==> config.mk <==
export PLATFORM = sky130hd
export DESIGN_NAME = wdt_top
export DESIGN_NICKNAME = d
export VERILOG_FILES = /design/src/wdt_pkg.sv /design/src/wdt_limits.sv /design/src/wdt_sync.sv /design/src/wdt_top.sv
export SDC_FILE = /design/constraint.sdc
export NUM_CORES = 1
export LEC_CHECK = 0
export BUFFER_PORTS_ARGS = -buffer_cell sky130_fd_sc_hd__buf_2
export CAP_MARGIN = 20
export CORE_UTILIZATION = 46
export DETAILED_ROUTE_END_ITERATION = 6
export PLACE_DENSITY = 0.74
export SLEW_MARGIN = 20
export SYNTH_ARGS = -nofsm -noshare
export SYNTH_HDL_FRONTEND = slang
export SYNTH_SLANG_ARGS = --single-unit
==> constraint.sdc <==
create_clock -name clk_sys_in -period 3.4 [get_ports clk_sys_in]
set_input_delay 0.34 -clock clk_sys_in [delete_from_list [all_inputs] [get_ports clk_sys_in]]
set_output_delay 0.34 -clock clk_sys_in [all_outputs]
set_load 0.03 [all_outputs]
==> src/wdt_pkg.sv <==
// package: constants, option layout and register map of the windowed watchdog
// Notes on behaviour
// - count held in hidden 17-bit counter
// - 8-bit key write restarts the count
// - key register resets to 9A or 1A
// - any non-key write requests reset
// - single-bit access to key requests reset
// - key register reads back reset value only
// - enable option starts counter after reset
// - option byte fields configure the whole timer
// - later writes in closed window reset
// - first write clears regardless of window
// - overflow without key requests reset
// - clear lands within two slow clocks
// - key in last count still prevents reset
// - standby option decides counting in low power
// - wake from halt/stop restarts from zero when standby option is off
// - overflow codes give 2^6..2^9, 2^11 periods
// - counter advances on slow oscillator clock
// - window codes give 50, 75, 100 percent
// - standby option off forces full window
// - interval interrupt at 75 percent plus half
// - watchdog reset marks reset-cause bit 4
`default_nettype none

package wdt_pkg;

  // option byte, bit 7 down to bit 0
  typedef struct packed {
    logic       interval_irq_enable_opt;
    logic [1:0] window_sel;
    logic       count_enable_opt;
    logic [2:0] overflow_sel;
    logic       standby_count_opt;
  } wdt_opt_t;

  typedef struct packed {
    logic halt;
    logic stop;
    logic wake_assist_mode;
  } wdt_lowpwr_t;

  localparam int unsigned CNT_W        = 17;
  localparam logic [7:0]  KEY_VALUE    = 8'hAC;
  localparam logic [7:0]  RST_KEY_ON   = 8'h9A;
  localparam logic [7:0]  RST_KEY_OFF  = 8'h1A;
  localparam logic [7:0]  OPT_RESET    = 8'h00;
  localparam logic [3:0]  ADDR_KEY     = 4'h0;
  localparam logic [3:0]  ADDR_STATUS  = 4'h4;
  localparam logic [3:0]  BE_BYTE0     = 4'h1;
  localparam int unsigned RESET_CAUSE_REG_DOG_BIT = 4;

  // status register bits
  localparam int unsigned ST_RUN   = 0;
  localparam int unsigned ST_OPEN  = 1;
  localparam int unsigned ST_FIRST = 2;

  // overflow lengths in slow clock periods
  localparam logic [CNT_W-1:0] OVF_CNT_6  = 17'h00040;
  localparam logic [CNT_W-1:0] OVF_CNT_7  = 17'h00080;
  localparam logic [CNT_W-1:0] OVF_CNT_8  = 17'h00100;
  localparam logic [CNT_W-1:0] OVF_CNT_9  = 17'h00200;
  localparam logic [CNT_W-1:0] OVF_CNT_11 = 17'h00800;

endpackage : wdt_pkg

`default_nettype wire

==> src/wdt_limits.sv <==
// decodes option fields into overflow, window and interval thresholds
`default_nettype none

module wdt_limits (
  input  wire logic [2:0]                 overflow_sel_in,
  input  wire logic [1:0]                 window_sel_in,
  input  wire logic                       standby_count_opt_in,
  output logic      [wdt_pkg::CNT_W-1:0]  ovf_last_out,
  output logic      [wdt_pkg::CNT_W-1:0]  close_end_out,
  output logic      [wdt_pkg::CNT_W-1:0]  irq_at_out
);

  logic [wdt_pkg::CNT_W-1:0] limit;

  // prohibited codes fall back to the longest legal time
  always_comb begin
    unique case (overflow_sel_in)
      3'b000:  limit = wdt_pkg::OVF_CNT_6;
      3'b001:  limit = wdt_pkg::OVF_CNT_7;
      3'b010:  limit = wdt_pkg::OVF_CNT_8;
      3'b011:  limit = wdt_pkg::OVF_CNT_9;
      default: limit = wdt_pkg::OVF_CNT_11;
    endcase
  end

  assign ovf_last_out = limit - 17'h00001;
  assign irq_at_out   = (limit >> 1) + (limit >> 2);

  // closed span ends at this count; zero means always open
  always_comb begin
    if (!standby_count_opt_in) begin
      close_end_out = '0;
    end else begin
      unique case (window_sel_in)
        2'b01:   close_end_out = limit >> 1;
        2'b10:   close_end_out = limit >> 2;
        default: close_end_out = '0;
      endcase
    end
  end

endmodule : wdt_limits

`default_nettype wire

==> src/wdt_sync.sv <==
// two-flop synchroniser for pin-side levels
`default_nettype none

module wdt_sync #(
  parameter int unsigned W = 1
) (
  input  wire logic         clk_sys_in,
  input  wire logic         srst_in,
  input  wire logic [W-1:0] async_in,
  output logic      [W-1:0] sync_out
);

  logic [W-1:0] meta;

  // first stage feeds only the second stage
  always_ff @(posedge clk_sys_in) begin
    if (srst_in) begin
      meta     <= '0;
      sync_out <= '0;
    end else begin
      meta     <= async_in;
      sync_out <= meta;
    end
  end

endmodule : wdt_sync

`default_nettype wire

==> src/wdt_top.sv <==
// windowed watchdog: option capture, slow-clock counter, key register on avalon-mm
`default_nettype none

module wdt_top (
  input  wire logic        clk_sys_in,
  input  wire logic        srst_in,
  input  wire logic [7:0]  option_byte_in,
  input  wire logic        slow_osc_clk_in,
  input  wire logic        halt_in,
  input  wire logic        stop_in,
  input  wire logic        wake_assist_mode_in,
  input  wire logic [3:0]  avs_address_in,
  input  wire logic        avs_read_in,
  input  wire logic        avs_write_in,
  input  wire logic [31:0] avs_writedata_in,
  input  wire logic [3:0]  avs_byteenable_in,
  output logic      [31:0] avs_readdata_out,
  output logic             avs_waitrequest_out,
  output logic             wdt_reset_req_out,
  output logic             interval_irq_out
);

  wdt_pkg::wdt_opt_t          opt;
  wdt_pkg::wdt_lowpwr_t       lp_raw;
  wdt_pkg::wdt_lowpwr_t       lp;
  logic [wdt_pkg::CNT_W-1:0]  cnt;
  logic [wdt_pkg::CNT_W-1:0]  ovf_last;
  logic [wdt_pkg::CNT_W-1:0]  close_end;
  logic [wdt_pkg::CNT_W-1:0]  irq_at;
  logic                       slow_q;
  logic                       slow_d;
  logic                       tick_rise;
  logic                       tick_fall;
  logic                       halt_stop_d;
  logic                       wake_clear;
  logic                       run;
  logic                       first_done;
  logic                       win_closed;
  logic                       acc_key_wr;
  logic                       key_good;
  logic                       bit_access;
  logic                       bad_value;
  logic                       win_error;
  logic                       key_clear;
  logic                       overflow;
  logic [7:0]                 key_read;
  logic [31:0]                next_readdata;

  assign lp_raw = '{halt: halt_in, stop: stop_in, wake_assist_mode: wake_assist_mode_in};

  wdt_sync #(.W(1)) u_slow_sync (
    .clk_sys_in (clk_sys_in),
    .srst_in    (srst_in),
    .async_in   (slow_osc_clk_in),
    .sync_out   (slow_q)
  );

  wdt_sync #(.W(3)) u_lp_sync (
    .clk_sys_in (clk_sys_in),
    .srst_in    (srst_in),
    .async_in   (lp_raw),
    .sync_out   (lp)
  );

  wdt_limits u_limits (
    .overflow_sel_in      (opt.overflow_sel),
    .window_sel_in        (opt.window_sel),
    .standby_count_opt_in (opt.standby_count_opt),
    .ovf_last_out         (ovf_last),
    .close_end_out        (close_end),
    .irq_at_out           (irq_at)
  );

  // option byte is sampled through reset and frozen after release
  always_ff @(posedge clk_sys_in) begin
    if (srst_in) begin
      opt <= wdt_pkg::wdt_opt_t'(option_byte_in);
    end
  end

  // slow oscillator edges, seen through the synchroniser
  always_ff @(posedge clk_sys_in) begin
    if (srst_in) begin
      slow_d      <= 1'b0;
      halt_stop_d <= 1'b0;
    end else begin
      slow_d      <= slow_q;
      halt_stop_d <= lp.halt | lp.stop;
    end
  end

  assign tick_rise  = slow_q & ~slow_d;
  assign tick_fall  = ~slow_q & slow_d;
  assign run        = opt.count_enable_opt &
                      (opt.standby_count_opt | ~(lp.halt | lp.stop | lp.wake_assist_mode));
  assign wake_clear = opt.count_enable_opt & ~opt.standby_count_opt &
                      halt_stop_d & ~(lp.halt | lp.stop);
  assign win_closed = cnt < close_end;

  // bus decode: a write takes effect on the edge where waitrequest is low
  assign acc_key_wr = avs_write_in & ~avs_waitrequest_out & (avs_address_in == wdt_pkg::ADDR_KEY);
  assign bit_access = acc_key_wr & (avs_byteenable_in != wdt_pkg::BE_BYTE0);
  assign bad_value  = acc_key_wr & (avs_writedata_in[7:0] != wdt_pkg::KEY_VALUE);
  // the window is only policed once counting is enabled
  assign win_error  = acc_key_wr & first_done & win_closed & opt.count_enable_opt;
  assign key_good   = acc_key_wr & ~bit_access & ~bad_value & ~win_error;
  assign key_clear  = key_good;
  // key on the final count beats the overflow
  assign overflow   = run & tick_rise & (cnt == ovf_last) & ~key_clear;

  // watchdog count, never visible on the bus
  always_ff @(posedge clk_sys_in) begin
    if (srst_in) begin
      cnt <= '0;
    end else if (key_clear) begin
      cnt <= '0;
    end else if (wake_clear) begin
      cnt <= '0;
    end else if (run && tick_rise && cnt != ovf_last) begin
      cnt <= cnt + 17'h00001;
    end
  end

  always_ff @(posedge clk_sys_in) begin
    if (srst_in) begin
      first_done <= 1'b0;
    end else if (acc_key_wr) begin
      first_done <= 1'b1;
    end
  end

  // held until the reset controller resets the block; it records the cause bit
  always_ff @(posedge clk_sys_in) begin
    if (srst_in) begin
      wdt_reset_req_out <= 1'b0;
    end else if (bit_access || bad_value || win_error || overflow) begin
      wdt_reset_req_out <= 1'b1;
    end
  end

  // half a slow period after reaching 75 percent, i.e. the next falling edge
  always_ff @(posedge clk_sys_in) begin
    if (srst_in) begin
      interval_irq_out <= 1'b0;
    end else begin
      interval_irq_out <= opt.interval_irq_enable_opt & run & tick_fall & (cnt == irq_at);
    end
  end

  // one wait state per access keeps readdata registered
  always_ff @(posedge clk_sys_in) begin
    if (srst_in) begin
      avs_waitrequest_out <= 1'b1;
    end else if ((avs_read_in || avs_write_in) && avs_waitrequest_out) begin
      avs_waitrequest_out <= 1'b0;
    end else begin
      avs_waitrequest_out <= 1'b1;
    end
  end

  assign key_read = opt.count_enable_opt ? wdt_pkg::RST_KEY_ON : wdt_pkg::RST_KEY_OFF;

  always_comb begin
    next_readdata = 32'h00000000;
    unique case (avs_address_in)
      wdt_pkg::ADDR_KEY: begin
        next_readdata[7:0] = key_read;
      end
      wdt_pkg::ADDR_STATUS: begin
        next_readdata[wdt_pkg::ST_RUN]   = run;
        next_readdata[wdt_pkg::ST_OPEN]  = ~win_closed;
        next_readdata[wdt_pkg::ST_FIRST] = first_done;
      end
      default: begin
        next_readdata = 32'h00000000;
      end
    endcase
  end

  always_ff @(posedge clk_sys_in) begin
    if (srst_in) begin
      avs_readdata_out <= 32'h00000000;
    end else if (avs_read_in && avs_waitrequest_out) begin
      avs_readdata_out <= next_readdata;
    end
  end
endmodule : wdt_top

`default_nettype wire

* Word-level counts from Yosys, hierarchy flattened
Cells that the tools add are included.
Word-level totals: flip-flop bits (word level) 47, input port bits 56, word-level logic and storage cells 86
Cells by class: add/subtract/negate cells 3, $lt $le $gt $ge 1, equal/unequal tests 11, mux-type cells 7, bitwise operators 36, reductions and logical operators 11
Operator list (count):
- one-hot mux 12 bit (4 select lines) | 1
- equality test 17 bit | 2
- one-hot mux 16 bit (2 select lines) | 1
- bitwise AND 1 bit | 22
- adder 16 x 15 -> 17 bit | 1
- adder 17 x 1 -> 17 bit (second input constant) | 1
- less-than comparator 17 bit | 1
- 2-to-1 mux 17 bit | 1
- != test 17 bit | 1
- subtractor 12 x 1 -> 13 bit (second input constant) | 1
- NOT 1 bit | 11
- 2-to-1 mux 8 bit | 1
- != test 8 bit (second input constant) | 1
- equality test 3 x 2 -> 1 bit (second input constant) | 2
- one-hot mux 3 bit (2 select lines) | 1
- 2-to-1 mux 5 bit | 1
- equality test 4 x 3 -> 1 bit (second input constant) | 1
- logical AND 1 bit | 4
- zero test 4 bit | 1
- logical OR 1 bit | 4
- != test 4 x 1 -> 1 bit (second input constant) | 1
- equality test 3 x 1 -> 1 bit (second input constant) | 1
- zero test 3 bit | 1
- OR 1 bit | 3
- other kinds (4) | 4

* Longest topological paths before layout
depth after elaboration 12, depth in mapped cells 16, depth with buffers taken out 14

* Cells and area by module
A second synthesis with hierarchy kept.
Unflattened totals: cell total of the unflattened synthesis 411, area total of the unflattened synthesis 3505.9 µm²
Modules (own cells, without submodules):
- wdt_top | times used 1, cells each 298, area each 2603.7 µm²
- wdt_limits | times used 1, cells each 97, area each 691.9 µm²
- wdt_sync at u_lp_sync | times used 1, cells each 12, area each 157.7 µm²
- wdt_sync at u_slow_sync | times used 1, cells each 4, area each 52.6 µm²

* Least setup slack after synthesis
OpenSTA, ideal clock, no wires.
path kind register -> register, from reg opt[3] in the netlist's numbering, to reg cnt[0] in the netlist's numbering, arrival time 3542 ps, setup slack -260 ps, stages on the path, launching flop included 16, buffers on the path 2, period minus slack after synthesis 3660 ps, cells stage by stage edfxtp_1 buf_6 or3b_2 ha_1 nor4b_4 a22o_1 nand2_1 ha_1 nand4_1 a311oi_1 a2111oi_0 nand4_1 nand3_1 o211ai_1 buf_2 nor2_1
Between the ends: word-level cells in the longest chain between the ends 10
RTL lines:
- start: declaration | line wdt_top.sv:23 | wdt_pkg::wdt_opt_t opt;
- start signal: assignment | line wdt_top.sv:77 | opt <= wdt_pkg::wdt_opt_t'(option_byte_in);
- equality test 3 x 2 -> 1 bit, or another cell as far along | line wdt_limits.sv:17 | unique case (overflow_sel_in)
- one-hot mux 12 bit (4 select lines) (*) | line wdt_limits.sv:17
- one-hot mux 16 bit (2 select lines) | line wdt_limits.sv:34 | unique case (window_sel_in)
- 2-to-1 mux 17 bit | line wdt_limits.sv:31 | if (!standby_count_opt_in) begin
- less-than comparator 17 bit | line wdt_top.sv:98 | assign win_closed = cnt < close_end;
- bitwise AND 1 bit (2 in a row) | line wdt_top.sv:105 | assign win_error = acc_key_wr & first_done & win_closed & opt.count_enable_opt;
- NOT 1 bit | line wdt_top.sv:106 | assign key_good = acc_key_wr & ~bit_access & ~bad_value & ~win_error;
- bitwise AND 1 bit | line wdt_top.sv:106
- OR reduction 3 bit (no source line)
- end signal: assignment | line wdt_top.sv:120 | cnt <= cnt + 17'h00001;
- end: declaration | line wdt_top.sv:26 | logic [wdt_pkg::CNT_W-1:0] cnt;
Every way passes the cells marked *; elsewhere a longest branch is shown, timed or not. A chain may end at the register's enable or synchronous reset.

* Worst setup path in the final report
from reg opt[3] in the netlist's numbering, to reg cnt[9] in the netlist's numbering
The elaborated chain is that of the path after synthesis.

==> impl_metrics.toml <==
[pwr]
swShare_pct = 27.1
pwr-share-comb_pct = 16.6
power.leakage_nw = 1.27
clockPowerShare_pct = 35.1
power_mw = 1.15
share_seq_of_total_power_pct = 48.3
internal_power_mw = 0.839
peakVddDrop_v = 0.000231
power_switching_mw = 0.312
power_density_mw_per_mm2 = 371

[setup_path]
r2r_cells = 14
path_class = "reg2reg"
required_ns = 3.59
crit_path_top_delay_cell = "or3b_4"
rrSetupSlack_ns = 0.01
max_stage_delay_ns = 0.45
crit_fanout = 8
cp-end-kind = "flip-flop"
crit-reg2reg-launch = "opt[3]"
start_kind = "flip-flop"
critical_path.cell_chain = "or3b_4 -> ha_4 -> nor4b_4 -> a22o_1 -> nand2_2 -> ha_4 -> nand4_1 -> a311oi_2 -> a2111oi_4 -> nand4_1 -> nand3_2 -> o211ai_1 -> buf_4 -> a21oi_1"
cp.arrival_ns = 3.58
rr_endpoint = "cnt[9]"

[place]
dp_cells = 409
finalWeightedCongestion = 0.832
port_buffers = 40
placed_area_sq_mm = 0.00290
hpwl_mm = 3.93

[clock_tree]
clkLatencyLatePin_ns = 0.30
clk_pin_slew_ns = 0.08
cts-hold-fix-buffers = 0
htreeDepth = 2
cts_tree = "yes"
cts_root_buffer = "clkbuf_8"
cts_sinks = 44
clk_path_buf_depth = 2
cts_inserted_buffers = 5

[drt]
vias_per_cell = 5.18
drc = 0
num_vias = 2187
drt_iter0_drc = 101
first_pass_iters = 4
wl_per_cell_um = 12.5
routed_wl_mm = 5.29
final_antenna_net_count = 0

[global_routing]
grt_max_degree = 27
antenna_found_initial = 0
first_global_vias = 1970
grtUsageTotal_pct = 17.0
grt_remaining_overflow = 0
grt_pass1_wl_mm = 8.39

[layout]
design_area_sq_mm = 0.00310
final-seq-area_sq_um = 961
final_core_utilization_pct = 55.6
syn2layout_area_growth_pct = 14.6
finalNetCount = 424
multi_input_area_sq_mm = 0.00157
final_cells = 422
fill_cells = 520
drive_gt1_share_pct = 22.3
mostFrequentLayoutCell = "buf_2"
layout_common_cells = "40 x buf_2, 36 x dfxtp_1, 26 x conb_1, 22 x a21oi_1, 21 x nor2_1"
antenna_cells = 0

[sta]
setup_viol = 0
finalSetupTns_ns = 0
worst_pin_slew_ns = 0.607
max_freq_ghz = 0.295
maxSlewViolCount = 0
min_period_over_period_pct = 99.7
rsz0062_at_grt = "yes"
min_period_ns = 3.39
clock_skew_ns = 0.00866
hold_violations = 0
maxSlewHeadroom_pct = 59.1

[job]
maxCapViolCount = 0

[min_path]
min_path_type = "in2reg"
whs_endpoint = "opt[5]"
whs_path_depth = 1
min_from = "option_byte_in[5]"

[synth]
synth_cell_types = 54
synth_edf_count = 8
netlist_area_sq_mm = 0.00271
yosys_warnings = 0
synth_seq_cells = 44
avgSynthCellArea_sq_um = 8.99
async_reset_ff_share_pct = 0
synthesis.instances = 301
synth_seq_area_share_pct = 35.5
synthFlopType = "dfxtp_1"

[run_status]
outcome = "complete, no violations"

[die]
initial_core_util_pct = 48.6
dieArea_sq_mm = 0.00619
core_sq_mm = 0.00557
io_pins = 91
dieHeight_um = 78.7
die_w_um = 78.7
rows = 27
## cell type report
class	instances	area share, %
Tap cell	72	2.90
Clock inverter	3	1.45
Clock buffer	5	2.22
Inverter	17	2.14
Multi-Input combinational cell	228	50.6
Sequential cell	44	31.0
Timing Repair Buffer	53	9.72
## kinds of logic (layout without fill, tap and decap cells)
kind of cell / count (synthesis) / after routing / share of synthesized area, %
multiplexers: 2 / 2 / 0.786
flip-flops: 44 / 44 / 35.5
buffers and inverters: 54 / 78 / 12.4
AND/OR/NAND/NOR: 112 / 112 / 24.5
adder cells (fa/ha/maj): 19 / 19 / 9.06
XOR/XNOR: 15 / 15 / 4.85
other: 1 / 26 / 0.139
AO/OA/AOI/OAI: 54 / 54 / 12.8
## registers in the layout, indices dropped and copies added, names as in the netlist, 3 cells and up
name	cells
cnt	17
opt	8
avs_readdata_out	5
u_lp_sync.meta	3
u_lp_sync.sync_out	3
## critical path, delay by kind of cell (launching register included)
kind	cells	cell delay, ns
AND/OR/NAND/NOR	6	1.14
AO/OA/AOI/OAI	5	0.99
adder cells (fa/ha/maj)	2	0.50
flip-flops	1	0.41
buffers and inverters	1	0.24
## worst max path at each step
stage	end	from	depth (start not counted)
floorplan	cnt[9]	opt[3]	15
global placement	cnt[6]	opt[3]	15
detailed placement	cnt[4]	opt[3]	15
CTS	cnt[11]	opt[3]	11
global route	cnt[2]	opt[3]	14
finish	cnt[9]	opt[3]	14
## power by group through the flow
stage / clock, mW / combinational (mW) / sequential [mW]
global route: 0.431 / 0.207 / 0.559
floorplan: 0 / 0.156 / 0.570
detailed placement: 0 / 0.180 / 0.568
global placement: 0 / 0.176 / 0.567
CTS: 0.413 / 0.183 / 0.556
finish: 0.404 / 0.191 / 0.556
## layer usage
metal | routed length, um | vias up | GRT usage [%]
met5 | 0 | - | 0
met4 | 72 | 0 | 6.30
met3 | 163 | 7 | 3.68
met2 | 2650 | 49 | 29.2
met1 | 2400 | 1015 | 20.9
li1 | - | 1116 | -
## cells in the mapped netlist, drive strengths merged (2+ instances only)
library cell	count	share of area [%]
nand4bb	2	0.83
xnor2	10	3.2
nor4	6	1.6
nand4	9	2.1
or3	13	3.0
o21ai	12	2.2
clkbuf	5	0.74
nor2	21	2.9
and3	3	0.69
nor3	5	0.92
dfxtp	36	27
a21oi	23	4.4
o211ai	2	0.55
buf	32	9.2
a311oi	2	0.88
nor2b	14	3.2
o31ai	4	1.1
or4	5	1.4
a22o	2	0.65
nand3	15	2.8
ha	18	8.3
nand2	8	1.1
nand2b	3	0.69
and2	2	0.46
xor2	5	1.6
edfxtp	8	8.9
inv	17	2.5
## repair_timing
item                       4_1_cts  5_1_grt
pin swaps                        0        1
gates cloned                     0        1
gates resized for setup          2        8
setup buffers                    0        5
setup endpoints to repair       17       17
## metrics by stage
step	hold WS, ns	setup WS [ns]
final	0.217	0.0109
after global routing	0.205	-0.0920
after CTS	0.209	0.00612
after detailed placement	0.427	-0.0450
after global placement	0.420	-0.00743
after floorplan	0.414	-0.0518
Note: power is estimated with default switching activity, not from simulation.
